==> src/lbc_map.vh <==
// constants for the local bus command controller
`ifndef LBC_MAP_VH
`define LBC_MAP_VH

// ----------------------------------------------------------------
// apb register offsets
// ----------------------------------------------------------------
`define LBC_ADDR_CTRL 8'h00
`define LBC_ADDR_STAT 8'h04
`define LBC_ADDR_CYCLES 8'h08
`define LBC_ADDR_WAITS 8'h0C

// ----------------------------------------------------------------
// field positions and reset values
// ----------------------------------------------------------------
`define LBC_CTRL_EN_BIT 0
`define LBC_CTRL_RESET 1'h1
`define LBC_STAT_STATE_LSB 0
`define LBC_STAT_PHASE_BIT 2
`define LBC_STAT_TYPE_LSB 3
`define LBC_STAT_SEL_BIT 6
`define LBC_STAT_MODE_BIT 7
`define LBC_STAT_GRANT_BIT 8

// ----------------------------------------------------------------
// bus states
// ----------------------------------------------------------------
`define LBC_ST_IDLE 2'h0
`define LBC_ST_STATUS 2'h1
`define LBC_ST_COMMAND 2'h2

// ----------------------------------------------------------------
// cycle types {memory_or_io_select, status_a_n, status_b_n}
// ----------------------------------------------------------------
`define LBC_T_INT_ACK_CMD 3'h0
`define LBC_T_IORD 3'h1
`define LBC_T_IOWR 3'h2
`define LBC_T_HALT 3'h4
`define LBC_T_MRD 3'h5
`define LBC_T_MWR 3'h6

// ----------------------------------------------------------------
// timing counts in clock cycles
// ----------------------------------------------------------------
`define LBC_RD_DELAY 2'h1
`define LBC_WR_DELAY 2'h2
`define LBC_WR_DEN_DELAY 2'h1
`define LBC_GRANT_EDGES 2'h3

`endif

==> src/lbc_controller.v <==
// local bus command controller with apb status and control registers
//
// Behaviour
// (RQ1) idle, status and command states each span two clock cycles (phases).
// (RQ2) stay idle as long as no bus cycle is started.
// (RQ3) sample both status inputs every cycle; either low starts a cycle.
// (RQ4) the cycle after status is seen low is treated as phase two.
// (RQ5) status state is always followed by command state; waits repeat command. Code goes to idle instead for halt or cycle enable low.
// (RQ6) ready high at end of command state repeats it as a wait state.
// (RQ7) outputs hold their values during wait states.
// (RQ8) ready low ends the cycle; go to status directly if status active.
// (RQ9) decode cycle type from select and both status bits.
// (RQ10) one matching command, direction low for reads, strobes unless halt.
// (RQ11) cascade enable only in interrupt acknowledge cycles.
// (RQ12) strap high delays command and transceiver enable for shared bus.
// (RQ13) in shared mode the master must insert at least one wait state.
// (RQ14) strap low adds no delay; cycles complete with no wait states.
// (RQ15) transceiver enable drops before direction changes.
// (RQ16) all read cycles share one timing, differing only in command.
// (RQ17) both write cycles share one timing, distinct from reads.
// (RQ18) halt cycles drive no output and ignore control inputs.
// (RQ19) master runs at half clock rate and starts status in phase one.
// (RQ20) cycle enable input is latched so a decoder may drive it directly.
// (RQ21) no shared-bus command drive while grant is inactive.
// (RQ22) command delay input sets command start; ready sets its end.
// (RQ23) shared mode: read cmd +1 cycle, write cmd +2, write enable +1.
// (RQ24) address strobe high in second half of status state only.
// (RQ25) cycle enable sampled at end of status; low keeps outputs idle.
// (RQ26) commands go active three edges after grant; enable may follow at once.
// (RQ27) reset gives idle, commands off, strobes low, direction high.
//
// Decided for this implementation: the APB slave port and the address map.
`timescale 1ns/1ps
`default_nettype none
`include "lbc_map.vh"

module lbc_controller
(
  // clock and reset
  input wire pclk,
  input wire presetn,
  // apb slave
  input wire psel,
  input wire penable,
  input wire pwrite,
  input wire [7:0] paddr,
  input wire [31:0] pwdata,
  output wire [31:0] prdata,
  output wire pready,
  output wire pslverr,
  // local bus master status and ready
  input wire cycle_status_a_n,
  input wire cycle_status_b_n,
  input wire memory_or_io_select,
  input wire ready_n,
  // control inputs
  input wire latched_cycle_enable,
  input wire command_delay_in,
  input wire arbiter_grant_n,
  input wire async_command_enable,
  input wire timing_mode_strap,
  // command outputs, active low
  output wire int_ack_cmd_n,
  output wire io_read_cmd_n,
  output wire io_write_cmd_n,
  output wire mem_read_cmd_n,
  output wire mem_write_cmd_n,
  output wire cmd_out_en_n,
  // control outputs
  output wire addr_latch_strobe,
  output wire cascade_addr_enable,
  output wire transceiver_enable,
  output wire transfer_direction
);

  // ----------------------------------------------------------------
  // cycle type decode
  // ----------------------------------------------------------------
  function is_read;
    input [2:0] t;
    begin
      is_read = (t == `LBC_T_INT_ACK_CMD) || (t == `LBC_T_IORD) || (t == `LBC_T_MRD);
    end
  endfunction

  function is_write;
    input [2:0] t;
    begin
      is_write = (t == `LBC_T_IOWR) || (t == `LBC_T_MWR);
    end
  endfunction

  // ----------------------------------------------------------------
  // input synchronisers
  // ----------------------------------------------------------------
  reg [8:0] sync1_ff;
  reg [8:0] sync2_ff;
  wire sa_s = sync2_ff[0];
  wire sb_s = sync2_ff[1];
  wire mio_s = sync2_ff[2];
  wire rdy_n_s = sync2_ff[3];
  wire latched_cycle_enable_s = sync2_ff[4];
  wire command_delay_in_s = sync2_ff[5];
  wire aen_n_s = sync2_ff[6];
  wire cen_s = sync2_ff[7];
  wire mb_s = sync2_ff[8];

  always @(posedge pclk or negedge presetn)
  begin
    if (!presetn)
    begin
      sync1_ff <= 9'h0FF;
      sync2_ff <= 9'h0FF;
    end
    else
    begin
      sync1_ff <= {timing_mode_strap, async_command_enable, arbiter_grant_n,
                   command_delay_in, latched_cycle_enable, ready_n,
                   memory_or_io_select, cycle_status_b_n, cycle_status_a_n};
      sync2_ff <= sync1_ff;
    end
  end

  // ----------------------------------------------------------------
  // state registers
  // ----------------------------------------------------------------
  reg [1:0] st_ff, cnt_ff, grant_ff;
  reg ph_ff, sel_ff, cmd_on_ff, ctrl_en_ff;
  reg [2:0] type_ff;
  reg [31:0] cycles_ff, waits_ff;
  reg int_ack_cmd_n_ff, iord_n_ff, iowr_n_ff, mrd_n_ff, mwr_n_ff, oe_n_ff;
  reg ale_ff, mce_ff, den_ff, dtr_ff;

  reg [1:0] nxt_st, nxt_cnt, nxt_grant;
  reg nxt_ph, nxt_sel, nxt_cmd_on, nxt_done, nxt_wait;
  reg [2:0] nxt_type;
  reg nxt_int_ack_cmd_n, nxt_iord_n, nxt_iowr_n, nxt_mrd_n, nxt_mwr_n, nxt_oe_n;
  reg nxt_ale, nxt_mce, nxt_den, nxt_dtr;

  reg start, active, gate, fire, want_den, want_dtr;
  reg [1:0] dly;

  // ----------------------------------------------------------------
  // bus state sequencer and outputs
  // ----------------------------------------------------------------
  always @*
  begin
    start = ctrl_en_ff & ~(sa_s & sb_s); // see (RQ3)
    nxt_st = st_ff;
    nxt_ph = ~ph_ff; // see (RQ1)
    nxt_type = type_ff;
    nxt_sel = sel_ff;
    nxt_cnt = cnt_ff;
    nxt_done = 1'b0;
    nxt_wait = 1'b0;
    case (st_ff)
      `LBC_ST_IDLE:
      begin
        if (start)
        begin
          nxt_st = `LBC_ST_STATUS;
          nxt_ph = 1'b1; // see (RQ4)
          nxt_type = {mio_s, sa_s, sb_s}; // see (RQ9)
        end
        else
          nxt_st = `LBC_ST_IDLE; // see (RQ2)
      end
      `LBC_ST_STATUS:
      begin
        nxt_sel = latched_cycle_enable_s; // see (RQ20) (RQ25)
        nxt_cnt = 2'h0;
        nxt_ph = 1'b0;
        if (type_ff == `LBC_T_HALT || !latched_cycle_enable_s)
          nxt_st = `LBC_ST_IDLE; // see (RQ18) (RQ25)
        else
          nxt_st = `LBC_ST_COMMAND; // see (RQ5)
      end
      `LBC_ST_COMMAND:
      begin
        if (cnt_ff != 2'h3)
          nxt_cnt = cnt_ff + 2'h1;
        if (ph_ff && !rdy_n_s) // see (RQ6) (RQ8)
        begin
          nxt_done = 1'b1;
          if (start)
          begin
            nxt_st = `LBC_ST_STATUS;
            nxt_ph = 1'b1;
            nxt_type = {mio_s, sa_s, sb_s};
          end
          else
          begin
            nxt_st = `LBC_ST_IDLE;
            nxt_ph = 1'b0;
          end
        end
        else if (ph_ff)
          nxt_wait = 1'b1; // see (RQ6)
      end
      default:
      begin
        nxt_st = `LBC_ST_IDLE;
        nxt_ph = 1'b0;
      end
    endcase

    // grant age, saturating
    if (aen_n_s)
      nxt_grant = 2'h0;
    else if (grant_ff != `LBC_GRANT_EDGES)
      nxt_grant = grant_ff + 2'h1;
    else
      nxt_grant = grant_ff;

    // command start, delayed by mode and delay input
    active = (nxt_st == `LBC_ST_COMMAND) & nxt_sel;
    if (mb_s && is_read(nxt_type))
      dly = `LBC_RD_DELAY; // see (RQ23) (RQ16)
    else if (mb_s)
      dly = `LBC_WR_DELAY; // see (RQ23) (RQ17)
    else
      dly = 2'h0; // see (RQ14)
    nxt_cmd_on = active & ((cmd_on_ff & (st_ff == `LBC_ST_COMMAND))
                 | ((nxt_cnt >= dly) & ~command_delay_in_s)); // see (RQ22) (RQ7)
    if (mb_s)
      gate = (nxt_grant == `LBC_GRANT_EDGES); // see (RQ26) (RQ21)
    else
      gate = cen_s;
    fire = nxt_cmd_on & gate; // see (RQ12)
    nxt_int_ack_cmd_n = ~(fire & (nxt_type == `LBC_T_INT_ACK_CMD)); // see (RQ10)
    nxt_iord_n = ~(fire & (nxt_type == `LBC_T_IORD));
    nxt_iowr_n = ~(fire & (nxt_type == `LBC_T_IOWR));
    nxt_mrd_n = ~(fire & (nxt_type == `LBC_T_MRD));
    nxt_mwr_n = ~(fire & (nxt_type == `LBC_T_MWR));
    nxt_oe_n = mb_s & aen_n_s; // see (RQ21)

    // strobes
    nxt_ale = (nxt_st == `LBC_ST_STATUS) & (nxt_type != `LBC_T_HALT); // see (RQ24)
    nxt_mce = (nxt_type == `LBC_T_INT_ACK_CMD) & ((nxt_st == `LBC_ST_STATUS)
              | ((nxt_st == `LBC_ST_COMMAND) & (nxt_cnt == 2'h0))); // see (RQ11)

    // direction and transceiver enable
    want_dtr = ~(is_read(nxt_type) & (active | (nxt_st == `LBC_ST_STATUS) & latched_cycle_enable_s)); // see (RQ10)
    if (den_ff && (want_dtr != dtr_ff))
      nxt_dtr = dtr_ff; // see (RQ15)
    else
      nxt_dtr = want_dtr;
    if (is_read(nxt_type))
      want_den = active;
    else if (is_write(nxt_type) && mb_s)
      want_den = active & (nxt_cnt >= `LBC_WR_DEN_DELAY); // see (RQ23)
    else if (is_write(nxt_type))
      want_den = active | (nxt_st == `LBC_ST_STATUS); // see (RQ17)
    else
      want_den = 1'b0; // see (RQ18)
    if (mb_s)
      want_den = want_den & ~aen_n_s; // see (RQ26)
    else
      want_den = want_den & cen_s;
    nxt_den = want_den & (nxt_dtr == want_dtr) & ~(den_ff & (dtr_ff != nxt_dtr)); // see (RQ15)
  end

  always @(posedge pclk or negedge presetn)
  begin
    if (!presetn)
    begin
      st_ff <= `LBC_ST_IDLE; // see (RQ27)
      ph_ff <= 1'b0;
      type_ff <= 3'h7;
      sel_ff <= 1'b0;
      cnt_ff <= 2'h0;
      cmd_on_ff <= 1'b0;
      grant_ff <= 2'h0;
      int_ack_cmd_n_ff <= 1'b1;
      iord_n_ff <= 1'b1;
      iowr_n_ff <= 1'b1;
      mrd_n_ff <= 1'b1;
      mwr_n_ff <= 1'b1;
      oe_n_ff <= 1'b0;
      ale_ff <= 1'b0;
      mce_ff <= 1'b0;
      den_ff <= 1'b0;
      dtr_ff <= 1'b1;
    end
    else
    begin
      st_ff <= nxt_st;
      ph_ff <= nxt_ph;
      type_ff <= nxt_type;
      sel_ff <= nxt_sel;
      cnt_ff <= nxt_cnt;
      cmd_on_ff <= nxt_cmd_on;
      grant_ff <= nxt_grant;
      int_ack_cmd_n_ff <= nxt_int_ack_cmd_n;
      iord_n_ff <= nxt_iord_n;
      iowr_n_ff <= nxt_iowr_n;
      mrd_n_ff <= nxt_mrd_n;
      mwr_n_ff <= nxt_mwr_n;
      oe_n_ff <= nxt_oe_n;
      ale_ff <= nxt_ale;
      mce_ff <= nxt_mce;
      den_ff <= nxt_den;
      dtr_ff <= nxt_dtr;
    end
  end

  // ----------------------------------------------------------------
  // apb slave
  // ----------------------------------------------------------------
  reg pready_ff;
  reg pslverr_ff;
  reg [31:0] prdata_ff;
  reg [31:0] nxt_rdata;
  reg nxt_err;
  wire wr_take = psel & penable & pready_ff & pwrite;
  wire wr_cycles = wr_take & (paddr == `LBC_ADDR_CYCLES);
  wire wr_waits = wr_take & (paddr == `LBC_ADDR_WAITS);

  always @*
  begin
    nxt_rdata = 32'h00000000;
    nxt_err = 1'b0;
    case (paddr)
      `LBC_ADDR_CTRL:
        nxt_rdata[`LBC_CTRL_EN_BIT] = ctrl_en_ff;
      `LBC_ADDR_STAT:
      begin
        nxt_rdata[`LBC_STAT_STATE_LSB+1:`LBC_STAT_STATE_LSB] = st_ff;
        nxt_rdata[`LBC_STAT_PHASE_BIT] = ph_ff;
        nxt_rdata[`LBC_STAT_TYPE_LSB+2:`LBC_STAT_TYPE_LSB] = type_ff;
        nxt_rdata[`LBC_STAT_SEL_BIT] = sel_ff;
        nxt_rdata[`LBC_STAT_MODE_BIT] = mb_s;
        nxt_rdata[`LBC_STAT_GRANT_BIT] = ~aen_n_s;
      end
      `LBC_ADDR_CYCLES:
        nxt_rdata = cycles_ff;
      `LBC_ADDR_WAITS:
        nxt_rdata = waits_ff;
      default:
        nxt_err = 1'b1;
    endcase
  end

  always @(posedge pclk or negedge presetn)
  begin
    if (!presetn)
    begin
      pready_ff <= 1'b0;
      pslverr_ff <= 1'b0;
      prdata_ff <= 32'h00000000;
      ctrl_en_ff <= `LBC_CTRL_RESET;
      cycles_ff <= 32'h00000000;
      waits_ff <= 32'h00000000;
    end
    else
    begin
      pready_ff <= psel & ~penable;
      if (psel && !penable)
      begin
        pslverr_ff <= nxt_err;
        prdata_ff <= pwrite ? 32'h00000000 : nxt_rdata;
      end
      else
        pslverr_ff <= 1'b0;
      if (wr_take && paddr == `LBC_ADDR_CTRL)
        ctrl_en_ff <= pwdata[`LBC_CTRL_EN_BIT];
      // a count in the same cycle as a clear leaves the counter at one
      if (nxt_done)
        cycles_ff <= wr_cycles ? 32'h00000001 : cycles_ff + 32'h00000001;
      else if (wr_cycles)
        cycles_ff <= 32'h00000000;
      if (nxt_wait)
        waits_ff <= wr_waits ? 32'h00000001 : waits_ff + 32'h00000001;
      else if (wr_waits)
        waits_ff <= 32'h00000000;
    end
  end

  // ----------------------------------------------------------------
  // output drive
  // ----------------------------------------------------------------
  assign prdata = prdata_ff;
  assign pready = pready_ff;
  assign pslverr = pslverr_ff;
  assign int_ack_cmd_n = int_ack_cmd_n_ff;
  assign io_read_cmd_n = iord_n_ff;
  assign io_write_cmd_n = iowr_n_ff;
  assign mem_read_cmd_n = mrd_n_ff;
  assign mem_write_cmd_n = mwr_n_ff;
  assign cmd_out_en_n = oe_n_ff;
  assign addr_latch_strobe = ale_ff;
  assign cascade_addr_enable = mce_ff;
  assign transceiver_enable = den_ff;
  assign transfer_direction = dtr_ff;

endmodule

`default_nettype wire

==> config.mk <==
export PLATFORM = sky130hd
export DESIGN_NAME = lbc_controller
export DESIGN_NICKNAME = d
export VERILOG_FILES = /design/src/lbc_controller.v
export VERILOG_INCLUDE_DIRS = /design/src
export SDC_FILE = /design/constraint.sdc
export NUM_CORES = 1
export LEC_CHECK = 0
export BUFFER_PORTS_ARGS = -buffer_cell sky130_fd_sc_hd__buf_2
export CAP_MARGIN = 0
export CORE_ASPECT_RATIO = 0.8
export CORE_MARGIN = 5
export CORE_UTILIZATION = 51
export DETAILED_ROUTE_END_ITERATION = 10
export PLACE_DENSITY_LB_ADDON = 0.3
export SLEW_MARGIN = 10
export SYNTH_ARGS = -nofsm -noshare
export SYNTH_HDL_FRONTEND = slang
export SYNTH_SLANG_ARGS = --single-unit
==> constraint.sdc <==
create_clock -name pclk -period 2.7 [get_ports pclk]
set_clock_uncertainty 0.15 [all_clocks]
set_input_delay 0.135 -clock pclk [delete_from_list [all_inputs] [get_ports pclk]]
set_output_delay 0.135 -clock pclk [all_outputs]
set_load 0.05 [all_outputs]
==> reports/metrics.cfg <==
[placed_design]
dp_hpwl_mm = 11.0
io_buffer_count = 66
routabilityCongestion = 0.864
post-place-ws_ns = 0.0355

[yosys]
yosysUniqueCellTypes = 62
syn_area_per_cell_um2 = 10.3
ys.flop_type = dfrtp_1
async_flop_share_pct = 100
synth_nets = 689
synth_edf_count = 0
yosys_warnings = 0
syn_inst = 627
syn-cell-area_um2 = 6440
synth-seq-cells = 139
synth_seq_area_share_pct = 54.5

[power_and_ir_drop]
ir_worst_vdd_v = 0.000558
p_per_area_nw_per_um2 = 998
p_leak_nw = 3.30

[worst_setup_path]
required_ns = 2.89
worstRegToRegCells = 13
rr_endpoint = io_write_cmd_n
crit_path_start_kind = flop
path_cells = ha_4 -> and3b_2 -> o21ai_4 -> a2bb2oi_4 -> o21ai_4 -> nor2_2 -> ha_1 -> nand2b_4 -> a21oi_2 -> o21ai_1 -> nand3_1 -> nor2_1 -> nand2_1
crit_top_cell = o21ai_4
slowest_stage = dfrtp_2
worst-r2r-setup-slack_ns = 0.02
arrival_ns = 2.87
r2r-start = st_ff[1]
crit_path_max_fanout = 5
slowest_delay_ns = 0.45
critPathKind = reg2reg
crit_path_end_kind = flop

[sta]
fin_ws_ns = 0.0153
worst_pin_slew_ns = 0.622
timing.setup.tns_ns = 0
finalHoldViolations = 0
slew_headroom_pct = 58.5
finalCritPeriodShare_pct = 99.4
setup_viol = 0
max_freq_mhz = 372
slew_violations = 0
finalCriticalPeriod_ns = 2.68
grt_setup_unrepaired = yes

[clock_network]
cts-root-buf = clkbuf_16
cts_max_level = 4
cts_buffers = 17
tritoncts = built
clk_pin_slew_ns = 0.06
clk_latency_ns = 0.42
clock-sinks = 139
cts_buffer_depth = 2

[finish]
drive_gt1_share_pct = 24.6
mostFrequentLayoutCell = dfrtp_1
area_growth_syn_to_layout_pct = 22.0
fin_util_pct = 63.9
layout_common_cells = dfrtp_1, nor2_1, nand2_1, buf_2, o21ai_0
layout.nets = 782
num_antenna_cells = 0

[die]
io_pins = 98
initial_core_util_pct = 52.4
die_area_um2 = 15000
dieWidth_um = 136
design.core.area_um2 = 12300
rows = 36
fp.dieH_um = 111

[global_routing]
grt-ovfl-total = 0
grt_pass1_wl_mm = 25.5
antenna_found_initial = 0
grt_util_all_layers_pct = 21.7
grt_pass1_vias = 4862
grt_max_degree = 73

[min_path]
min_path_cells = 3
hp-start = paddr[2]
hp-class = in2reg
hold_end = prdata[7]

[routing]
antenna_left = 0
vias_per_cell = 5.44
vias = 4914
first_iter_violations = 389
drc_errors = 0
routedWlPerCell_um = 17.4
wl_mm = 15.7
first_pass_iters = 5

[job]
drv_cap = 0

[run_status]
status = finished, final reports clean

cells in the mapped netlist, types with 2 or more instances:
| cell type | n | share of area (%) |
|---|---|---|
| xor2_1 | 39 | 5.3 |
| and4_1 | 7 | 0.95 |
| a21o_1 | 2 | 0.23 |
| a22oi_1 | 31 | 3.6 |
| nand3_1 | 20 | 1.6 |
| nand3_2 | 2 | 0.31 |
| or2_2 | 2 | 0.19 |
| nor3b_1 | 3 | 0.35 |
| mux2i_1 | 3 | 0.47 |
| nand2b_1 | 5 | 0.49 |
| nand4_1 | 11 | 1.1 |
| a2bb2oi_2 | 2 | 0.47 |
| and3_1 | 13 | 1.3 |
| mux2_2 | 4 | 0.70 |
| buf_2 | 10 | 0.78 |
| a21oi_1 | 7 | 0.54 |
| nor3_1 | 7 | 0.54 |
| dfstp_2 | 26 | 11 |
| clkbuf_1 | 14 | 0.82 |
| or3_1 | 3 | 0.29 |
| nor2_2 | 2 | 0.19 |
| o21ai_0 | 42 | 3.3 |
| a31oi_1 | 2 | 0.19 |
| xnor2_1 | 21 | 2.9 |
| nor2b_1 | 6 | 0.58 |
| nor3_2 | 3 | 0.47 |
| and2_1 | 8 | 0.78 |
| dfrtp_1 | 113 | 44 |
| nor2_1 | 83 | 4.8 |
| nand2_1 | 80 | 4.7 |
| ha_1 | 8 | 1.6 |
| inv_1 | 18 | 1.0 |
worst max-delay path, delay by kind of cell (launching register included):
family                   cells  cell delay (ns)
AND/OR/NAND/NOR              6             0.80
adder cells (fa/ha/maj)      2             0.46
AO/OA/AOI/OAI                5             0.74
flip-flops                   1             0.45
worst max-delay path by stage:
stage | startpoint | endpoint | slack, ns | cells past startpoint
floorplan | st_ff[0] | int_ack_cmd_n | 0.0009 | 15
global placement | st_ff[0] | mem_read_cmd_n | 0.15 | 14
detailed placement | st_ff[0] | io_write_cmd_n | 0.04 | 14
CTS | st_ff[0] | io_write_cmd_n | 0.02 | 14
global route | st_ff[1] | io_write_cmd_n | -0.11 | 13
finish | st_ff[1] | io_write_cmd_n | 0.02 | 13
registers in the layout (all words and copies together) (netlist names), 2 cells and up:
signal	flops
type_ff	3
cnt_ff	2
waits_ff	32
st_ff	2
sync2_ff	9
prdata	32
cycles_ff	32
sync1_ff	9
grant_ff	2
per-layer routing:
metal	wire length (um)	global-route usage [%]	vias up
li1	-	-	2330
met1	7540	31.9	2424
met2	7090	31.2	138
met3	826	5.41	22
met4	255	7.52	0
met5	0	0	-
cell families (layout without fill, tap and decap cells):
logic type	Yosys count	in the layout	synth area share [%]
fa+ha+maj	8	8	1.55
simple gates	266	266	20.7
xor+xnor	60	60	8.16
flops	139	139	54.5
mux	8	8	1.51
compound gates	101	101	10.6
buf+inv	45	151	2.99
power breakdown:
group          internal (W)  total, W  switching [W]
Combinational      0.000983   0.00237        0.00139
Clock               0.00147   0.00236       0.000897
Sequential          0.00255   0.00311       0.000558
through the flow:
step,power (W),instance area [um^2],hold slack (ns),cells
after floorplan,0.00463,6480,-0.311,627
after global placement,0.00521,7080,0.0167,857
after detailed placement,0.00533,7080,0.0241,857
after CTS,0.00774,7790,0.0185,901
after global routing,0.00825,7860,0.0477,904
final,0.00785,7860,0.0349,904
repair_timing:
item                                    4_1_cts  5_1_grt
hold buffers                                 12        0
setup buffers                                 0        3
resized for setup                             0       10
hold endpoints to repair                     78        0
endpoints found under the setup margin        0        9
layout make-up:
cell class / count / area, um^2
Fill cell: 943 / 4440
Sequential cell: 139 / 3510
Multi-Input combinational cell: 443 / 2820
Timing Repair Buffer: 101 / 654
Clock buffer: 19 / 443
Tap cell: 171 / 214
Clock inverter: 13 / 150
Inverter: 18 / 67.6
No activity file was read; power rests on OpenSTA's default activity.
